<file path="src/design/smc_pkg.sv">
// Package for the modulator configuration word block
package smc_pkg;
   // ************************************************************
   // Word layout
   // ************************************************************
   localparam int WORD_W          = 24;
   localparam int POS_AUTO_PU     = 23;
   localparam int POS_DITHER_HI   = 17;
   localparam int POS_DITHER_LO   = 16;
   localparam int POS_ORDER_HI    = 15;
   localparam int POS_ORDER_LO    = 14;
   localparam int POS_DOUBLER     = 12;
   localparam int POS_BUF_OUT     = 11;
   localparam int POS_AUX_POL     = 10;
   localparam int POS_MAIN_POL    = 9;
   localparam int POS_AUX_PRESC   = 8;
   localparam int POS_SEL_HI      = 7;
   localparam int POS_SEL_LO      = 4;
   localparam logic [3:0] CODE_MOD_CFG  = 4'h9;
   localparam logic [3:0] CODE_MAIN_DIV = 4'h0;
   // Reset state: nothing usable; host must program the word
   localparam logic [WORD_W-1:0] CFG_RESET = 24'h000000;
   localparam logic [1:0] PD_RESET = 2'h3;
   // Modulator off only in reset; first clock after decodes CFG_RESET as enabled 4th order
   localparam logic [5:0] MOD_RESET = 6'h00;

   // ************************************************************
   // Types
   // ************************************************************
   typedef enum logic [1:0]
   {
      SMC_DITHER_OFF    = 2'b00,
      SMC_DITHER_WEAK   = 2'b01,
      SMC_DITHER_STRONG = 2'b10,
      SMC_DITHER_RSVD   = 2'b11
   } smc_dither_t;

   typedef enum logic [2:0]
   {
      SMC_ORD_OFF = 3'b000,
      SMC_ORD_2   = 3'b010,
      SMC_ORD_3   = 3'b011,
      SMC_ORD_4   = 3'b100
   } smc_order_t;

   typedef struct packed
   {
      logic       auto_power_up;
      logic [1:0] dither_level;
      logic [1:0] modulator_order;
      logic       ref_doubler_enable;
      logic       ref_buffer_out_enable;
      logic       aux_pump_polarity;
      logic       main_pump_polarity;
      logic       aux_prescaler_sel;
      logic [3:0] test_lock_output_select;
   } smc_cfg_t;

   typedef struct packed
   {
      logic       modulator_enable;
      logic [2:0] modulator_order;
      logic       dither_enable;
      logic       dither_strong;
   } smc_mod_t;
endpackage : smc_pkg

</file>
<file path="src/design/smc_config_word.sv">
// Modulator configuration word, serial load and auto power-up
`timescale 1ns/10ps
// Functional notes
// - Fixed bit positions for all fields
// - Auto power-up powers loops on divider write
// - Auto power-up clears both power-down bits
// - Chip enable low suppresses auto power-up
// - Dither 0 off, 1 weak, 2 strong
// - Order codes 0,2,3 give 4th,2nd,3rd
// - Order code 1 disables the modulator
module smc_config_word
(
   input  wire logic                 clk,
   input  wire logic                 reset,
   input  wire logic                 ser_clk,
   input  wire logic                 ser_data,
   input  wire logic                 ser_latch,
   input  wire logic                 chip_enable,
   input  wire logic                 pd_write,
   input  wire logic                 main_pd_value,
   input  wire logic                 aux_pd_value,
   output smc_pkg::smc_cfg_t         cfg,
   output smc_pkg::smc_mod_t         mod,
   output logic                      main_loop_power_down,
   output logic                      aux_loop_power_down,
   output logic                      main_divider_written
);
   // ************************************************************
   // Serial shift register
   // ************************************************************
   // Pins taken as synchronous; edges found by one stage of history
   logic [smc_pkg::WORD_W-1:0] shift_reg, shift_next;
   logic                       sck_reg, sck_next;
   logic                       le_reg, le_next;
   logic                       sck_rise, le_rise;

   always_comb
   begin
      sck_rise   = ser_clk & ~sck_reg;
      le_rise    = ser_latch & ~le_reg;
      sck_next   = ser_clk;
      le_next    = ser_latch;
      shift_next = shift_reg;
      if (sck_rise)
      begin
         shift_next = {shift_reg[smc_pkg::WORD_W-2:0], ser_data};
      end
   end

   always_ff @(posedge clk)
   begin
      if (reset)
      begin
         shift_reg <= '0;
         sck_reg   <= 1'b0;
         le_reg    <= 1'b0;
      end
      else
      begin
         shift_reg <= shift_next;
         sck_reg   <= sck_next;
         le_reg    <= le_next;
      end
   end

   // ************************************************************
   // Word decoding helpers
   // ************************************************************
   // Word code sits in the low nibble of every serial word
   function automatic logic code_matches
   (
      input logic [smc_pkg::WORD_W-1:0] word,
      input logic [3:0]                 code
   );
      return (word[3:0] == code);
   endfunction : code_matches

   // Shared by the load path and the reset value
   function automatic smc_pkg::smc_cfg_t word_to_cfg
   (
      input logic [smc_pkg::WORD_W-1:0] word
   );
      smc_pkg::smc_cfg_t f;
      f                         = '0;
      // Fixed bits are not checked; the host keeps them
      f.auto_power_up           = word[smc_pkg::POS_AUTO_PU];
      f.dither_level            = word[smc_pkg::POS_DITHER_HI:smc_pkg::POS_DITHER_LO];
      f.modulator_order         = word[smc_pkg::POS_ORDER_HI:smc_pkg::POS_ORDER_LO];
      f.ref_doubler_enable      = word[smc_pkg::POS_DOUBLER];
      f.ref_buffer_out_enable   = word[smc_pkg::POS_BUF_OUT];
      f.aux_pump_polarity       = word[smc_pkg::POS_AUX_POL];
      f.main_pump_polarity      = word[smc_pkg::POS_MAIN_POL];
      f.aux_prescaler_sel       = word[smc_pkg::POS_AUX_PRESC];
      f.test_lock_output_select = word[smc_pkg::POS_SEL_HI:smc_pkg::POS_SEL_LO];
      return f;
   endfunction : word_to_cfg

   // ************************************************************
   // Latch strobe decoding
   // ************************************************************
   logic is_cfg, is_div;

   always_comb
   begin
      is_cfg = le_rise && code_matches(shift_reg, smc_pkg::CODE_MOD_CFG);
      is_div = le_rise && code_matches(shift_reg, smc_pkg::CODE_MAIN_DIV);
   end

   // ************************************************************
   // Configuration fields
   // ************************************************************
   // No usable default; reset only keeps outputs defined
   smc_pkg::smc_cfg_t cfg_reg, cfg_next;

   always_comb
   begin
      cfg_next = cfg_reg;
      if (is_cfg)
      begin
         cfg_next = word_to_cfg(shift_reg);
      end
   end

   always_ff @(posedge clk)
   begin
      if (reset)
      begin
         cfg_reg <= word_to_cfg(smc_pkg::CFG_RESET);
      end
      else
      begin
         cfg_reg <= cfg_next;
      end
   end

   // ************************************************************
   // Modulator controls
   // ************************************************************
   // Decoded from next fields so controls move with the word
   smc_pkg::smc_mod_t mod_reg, mod_next;

   smc_decode u_decode
   (
      .dither_level    (cfg_next.dither_level),
      .modulator_order (cfg_next.modulator_order),
      .mod             (mod_next)
   );

   always_ff @(posedge clk)
   begin
      if (reset)
      begin
         mod_reg <= smc_pkg::smc_mod_t'(smc_pkg::MOD_RESET);
      end
      else
      begin
         mod_reg <= mod_next;
      end
   end

   // ************************************************************
   // Loop power-down bits
   // ************************************************************
   // Bit 1 main loop, bit 0 auxiliary loop; high is powered down
   logic [1:0] pd_reg, pd_next;
   logic       auto_pu_fire;

   always_comb
   begin
      // Stored enable used; one word never loads both codes
      auto_pu_fire = is_div && cfg_reg.auto_power_up && chip_enable;
      pd_next      = pd_reg;
      // Explicit loop control writes first; auto power-up overrides
      if (pd_write)
      begin
         pd_next = {main_pd_value, aux_pd_value};
      end
      if (auto_pu_fire)
      begin
         pd_next = 2'h0;
      end
   end

   always_ff @(posedge clk)
   begin
      if (reset)
      begin
         pd_reg <= smc_pkg::PD_RESET;
      end
      else
      begin
         pd_reg <= pd_next;
      end
   end

   // ************************************************************
   // Main divider write pulse
   // ************************************************************
   // One clock wide
   logic div_wr_reg, div_wr_next;

   always_comb
   begin
      div_wr_next = is_div;
   end

   always_ff @(posedge clk)
   begin
      if (reset)
      begin
         div_wr_reg <= 1'b0;
      end
      else
      begin
         div_wr_reg <= div_wr_next;
      end
   end

   // ************************************************************
   // Outputs, each straight from a flip-flop
   // ************************************************************
   assign cfg                  = cfg_reg;
   assign mod                  = mod_reg;
   assign main_loop_power_down = pd_reg[1];
   assign aux_loop_power_down  = pd_reg[0];
   assign main_divider_written = div_wr_reg;
endmodule : smc_config_word

</file>
<file path="src/design/smc_decode.sv">
// Decoder from configuration fields to modulator controls
`timescale 1ns/10ps
module smc_decode
(
   input  wire logic [1:0]     dither_level,
   input  wire logic [1:0]     modulator_order,
   output smc_pkg::smc_mod_t   mod
);
   always_comb
   begin
      mod = '0;
      case (modulator_order)
         2'h0: mod.modulator_order = smc_pkg::SMC_ORD_4;
         2'h1: mod.modulator_order = smc_pkg::SMC_ORD_OFF;
         2'h2: mod.modulator_order = smc_pkg::SMC_ORD_2;
         default: mod.modulator_order = smc_pkg::SMC_ORD_3;
      endcase
      mod.modulator_enable = (modulator_order != 2'h1);
      // Reserved dither code treated as off, the safe choice
      case (dither_level)
         2'h1:
         begin
            mod.dither_enable = 1'b1;
         end
         2'h2:
         begin
            mod.dither_enable = 1'b1;
            mod.dither_strong = 1'b1;
         end
         default:
         begin
            mod.dither_enable = 1'b0;
         end
      endcase
   end
endmodule : smc_decode

</file>
<file path="config.mk">
export PLATFORM = sky130hd
export DESIGN_NAME = smc_config_word
export DESIGN_NICKNAME = d
export VERILOG_FILES = /design/src/design/smc_pkg.sv /design/src/design/smc_config_word.sv /design/src/design/smc_decode.sv
export SDC_FILE = /design/constraint.sdc
export NUM_CORES = 1
export LEC_CHECK = 0
export BUFFER_PORTS_ARGS = -buffer_cell sky130_fd_sc_hd__buf_2
export CORE_ASPECT_RATIO = 2
export CORE_MARGIN = 4
export CORE_UTILIZATION = 35
export CTS_BUF_LIST = sky130_fd_sc_hd__clkbuf_2
export CTS_CLUSTER_SIZE = 10
export DETAILED_ROUTE_END_ITERATION = 8
export GPL_TIMING_DRIVEN = 0
export SLEW_MARGIN = 20
export SYNTH_ARGS = -nofsm -noshare
export SYNTH_HDL_FRONTEND = slang
export SYNTH_SLANG_ARGS = --single-unit
</file>
<file path="constraint.sdc">
create_clock -name clk -period 4.95 [get_ports clk]
set_input_delay 0.99 -clock clk [delete_from_list [all_inputs] [get_ports clk]]
set_output_delay 0.99 -clock clk [all_outputs]
set_load 0.05 [all_outputs]
</file>
* After elaboration in Yosys (flattened, before gate mapping)
Cells that the tools add are included.
** Operators by class
- Eq/ne operators :: 6
- Multiplexer cells :: 6
- Bitwise operators :: 4
- Reduce and logical (&&, ||, !) cells :: 8
** Operators with widths (number)
- $mux 13 :: 1
- $pmux 3 s3 :: 1
- $eq 2x1->1 const B :: 2
- $eq 2x2->1 const B :: 2
- $eq 4x4->1 const B :: 1
- $logic_and 1x1->1 :: 4
- $logic_not 4->1 :: 1
- $mux 2 :: 2
- $and 1x1->1 :: 2
- $logic_not 2->1 :: 1
- $mux 1 :: 2
- $ne 2x1->1 const B :: 1
- $not 1->1 :: 2
- $reduce_bool 2->1 :: 1
- $reduce_or 2->1 :: 1
** Storage, ports and cells
- Flip-flop bits (word level) :: 49
- Word-level logic and storage cells :: 42

* Depth between registers and ports, before layout
- Depth in word-level cells :: 7
- Depth in mapped cells :: 7
- Gate-level depth less buffers :: 5

* Hierarchy
A second synthesis with hierarchy kept.
** Second synthesis, totals
- Cell total of the unflattened synthesis :: 209
- Area, all modules :: 1910.6 µm²
** By module, submodules not included
- smc_config_word :: instances 1, cells each 202, area an instance 1870.5 µm²
- smc_decode :: instances 1, cells each 7, area an instance 40.0 µm²

* Least setup slack after synthesis
Ideal clock, no wire load.
- Kind :: input port to flip-flop
- Start point :: input port ser_latch
- End point :: register mod_reg (netlist bit mod[1])
- Arrival :: 2424 ps
- Data required time :: 4824 ps
- Slack :: 2400 ps
- Stages on the path :: 6
- Path buffers :: 1
- Path through :: or4b_1 buf_2 nor2_8 mux2_2 ha_1 nor2_1
** RTL lines
- start, declared :: RTL line smc_config_word.sv:17 : input wire logic ser_latch,
- end signal, assigned :: RTL line smc_config_word.sv:153 : mod_reg <= smc_pkg::smc_mod_t'(smc_pkg::MOD_RESET);
- end signal, assigned :: RTL line smc_config_word.sv:157 : mod_reg <= mod_next;
- end, declared :: RTL line smc_config_word.sv:140 : smc_pkg::smc_mod_t mod_reg, mod_next;

==> flow_metrics.env <==
export IMPL_run_status="complete, no violations"
export IMPL_start_util_pct=36.4
export IMPL_reg2reg_depth=6
export IMPL_post_cts_setup_buffers=0
export IMPL_synth_commonest_cells="nand2_1 (78), dfxtp_1 (48), a21oi_1 (24), mux2i_1 (18), clkbuf_1 (10)"
export IMPL_synth_largest_area_cell="dfxtp_1"
export IMPL_hold_violations=0
export IMPL_hold_depth=2
export IMPL_wl_per_cell_um=12.3
export IMPL_path_clk_slew_ps=220
export IMPL_n_fill_cell=540
export IMPL_reg2reg_slack_ps=2830
export IMPL_rsz0062_at_grt="no"
export IMPL_place_ws_ps=2140
export IMPL_antenna_left=0
export IMPL_htree_num_levels=2
export IMPL_setup_slack_ps=2620
export IMPL_synth_area_per_cell_sq_um=8.76
export IMPL_port_buffer_count=31
export IMPL_ys_ff_latch=48
export IMPL_hold_path_class="reg2reg"
export IMPL_required_ps=5320
export IMPL_cp_num_buf_inv=2
export IMPL_p_leak_nw=0.772
export IMPL_netlist_area_leader_share_pct=53.3
export IMPL_die_w_um=58.8
export IMPL_crit_family="simple AND/OR/NAND/NOR gates"
export IMPL_netlist_area_sq_um=1800
export IMPL_dieArea_sq_um=6440
export IMPL_overflow=0
export IMPL_yosysMostFrequentCell="nand2_1"
export IMPL_n_antenna_cell=0
export IMPL_reg2reg_from="shift_reg[2]$_SDFFE_PP0P_"
export IMPL_cp_num_cells=7
export IMPL_cpMostUsedCell="buf_2"
export IMPL_worst_setup_path_end_kind="register"
export IMPL_worst_pin_slew_ps=523
export IMPL_drc_errors=0
export IMPL_dp_hpwl_mm=2.66
export IMPL_crit_arrival_ps=2700
export IMPL_multi_input_area_sq_um=762
export IMPL_cts_buffers=5
export IMPL_drive_gt1_share_pct=18.4
export IMPL_coreArea_sq_um=4950
export IMPL_postCtsHoldBufs=0
export IMPL_whs_ps=466
export IMPL_grt_max_degree=15
export IMPL_synthToLayoutAreaGrowth_pct=14.7
export IMPL_maxSlewViolCount=0
export IMPL_finalClockSkew_ps=15.8
export IMPL_synth_cells=206
export IMPL_dr_pass1_iters=4
export IMPL_cp_max_fo=10
export IMPL_ys_types=23
export IMPL_vias_per_cell=4.73
export IMPL_max_slew_margin_pct=65.1
export IMPL_grtUsageTotal_pct=13.4
export IMPL_worst_setup_path_type="in2reg"
export IMPL_antenna_found_initial=0
export IMPL_syn_num_nets=216
export IMPL_powerDensity_nw_per_um2=285
export IMPL_cp_cell_sequence="buf_2 > or4b_1 > buf_2 > nor2_8 > mux2_2 > ha_1 > nor2_1"
export IMPL_cts_resized=0
export IMPL_cpPeakStageDelay_ps=410
export IMPL_drtIter0Drc=32
export IMPL_ios=32
export IMPL_largest_reg_flops=24
export IMPL_vias=1428
export IMPL_seq_area_sq_um=961
export IMPL_dieHeight_um=110
export IMPL_setup_viol=0
export IMPL_max_clock_freq_ghz=0.429
export IMPL_rows=36
export IMPL_clockBufferDepth=2
export IMPL_grt_pass1_vias=1415
export IMPL_grt_pass1_wl_mm=6.51
export IMPL_finalNetCount=254
export IMPL_ir_drop_v=0.000168
export IMPL_clk_latency_ps=430
export IMPL_synthTopCellsByArea="dfxtp_1 (53%), nand2_1 (16%), mux2i_1 (10%)"
export IMPL_drt_total_wl_mm=3.71
export IMPL_post_route_period_util_pct=47.1
export IMPL_gp_congestion=0.739
export IMPL_yosysSeqAreaShare_pct=53.3
export IMPL_fin_crit_ps=2330
export IMPL_startpoint="ser_latch"
export IMPL_final_setup_tns_ps=0
export IMPL_critPathLaunchType="input port"
export IMPL_root_buffer="clkbuf_2"
export IMPL_cts_sinks=48
export IMPL_drv_cap=0
export IMPL_synth_edf_count=0
export IMPL_synth_flop_cell="dfxtp_1"
export IMPL_cp_endpoint="mod[1]$_SDFF_PP0_"
export IMPL_async_reset_ff_share_pct=0
export IMPL_r2r_end="mod[1]$_SDFF_PP0_"
export IMPL_cts_tree="yes"
export IMPL_slowest_stage="or4b_1"
export IMPL_synth_warnings=0
-- logic make-up after synthesis --
group | Yosys count | share of synthesized area, %
buffers and inverters | 16 | 4.51
adders and majority gates | 1 | 0.693
AOI/OAI and AO/OA | 27 | 7.84
DFF | 48 | 53.3
and+or+nand+nor | 94 | 22.5
muxes | 20 | 11.2
-- how the worst min path moves through the flow --
stage,startpoint,to,slack [ps]
detailed placement,cfg[3]$_SDFFE_PP0N_,cfg[3]$_SDFFE_PP0N_,440
finish,shift_reg[21]$_SDFFE_PP0P_,shift_reg[22]$_SDFFE_PP0P_,470
global route,shift_reg[18]$_SDFFE_PP0P_,shift_reg[19]$_SDFFE_PP0P_,480
floorplan,shift_reg[18]$_SDFFE_PP0P_,shift_reg[19]$_SDFFE_PP0P_,430
global placement,shift_reg[21]$_SDFFE_PP0P_,shift_reg[22]$_SDFFE_PP0P_,440
CTS,shift_reg[21]$_SDFFE_PP0P_,shift_reg[22]$_SDFFE_PP0P_,470
-- metal layers --
metal	global-route usage [%]	vias up	share of wire, %
met5	0	-	0
li1	-	743	-
met4	6.32	0	2.4
met3	3.53	8	4.3
met1	14.4	659	39
met2	23.5	18	55
-- placed cells by master (no fill, tap or decap), types with 4 or more instances in the layout --
cell	netlist	layout
clkbuf_2	0	5
buf_2	1	32
nand2_1	78	78
clkbuf_1	10	10
nor2b_1	4	4
mux2i_1	18	18
a21oi_1	24	24
dfxtp_1	48	48
-- worst min-delay path, cell delays in order, from the launching register on --
cell and delay (ps):
dfxtp_1 360, nand2_1 50, a21oi_1 50
-- stage by stage --
step / total power [mW] / area, sq um / util [%] / cells
2_1_floorplan: 0.428 / 1800 / - / 206
3_3_place_gp: 0.441 / 2030 / 41.0 / 294
3_5_place_dp: 0.442 / 2030 / 41.0 / 294
4_1_cts: 0.597 / 2070 / 41.8 / 302
5_1_grt: 0.618 / 2070 / 41.8 / 302
6_report: 0.589 / 2070 / 41.8 / 302
-- layout make-up --
type	count	area share, %
Inverter	1	0.181
Sequential cell	48	46.4
Clock buffer	5	1.21
Multi-Input combinational cell	142	36.8
Timing Repair Buffer	31	7.50
Tap cell	57	3.45
Buffer	15	3.75
Clock inverter	3	0.665
-- power by group --
group	switching, mW	leakage (nW)	internal (mW)	total (mW)
Clock	0.124	0.0302	0.0317	0.156
Combinational	0.0302	0.353	0.0102	0.0404
Sequential	0.00184	0.389	0.391	0.393
Total	0.156	0.772	0.433	0.589
Power figures use the tool's default switching activity.
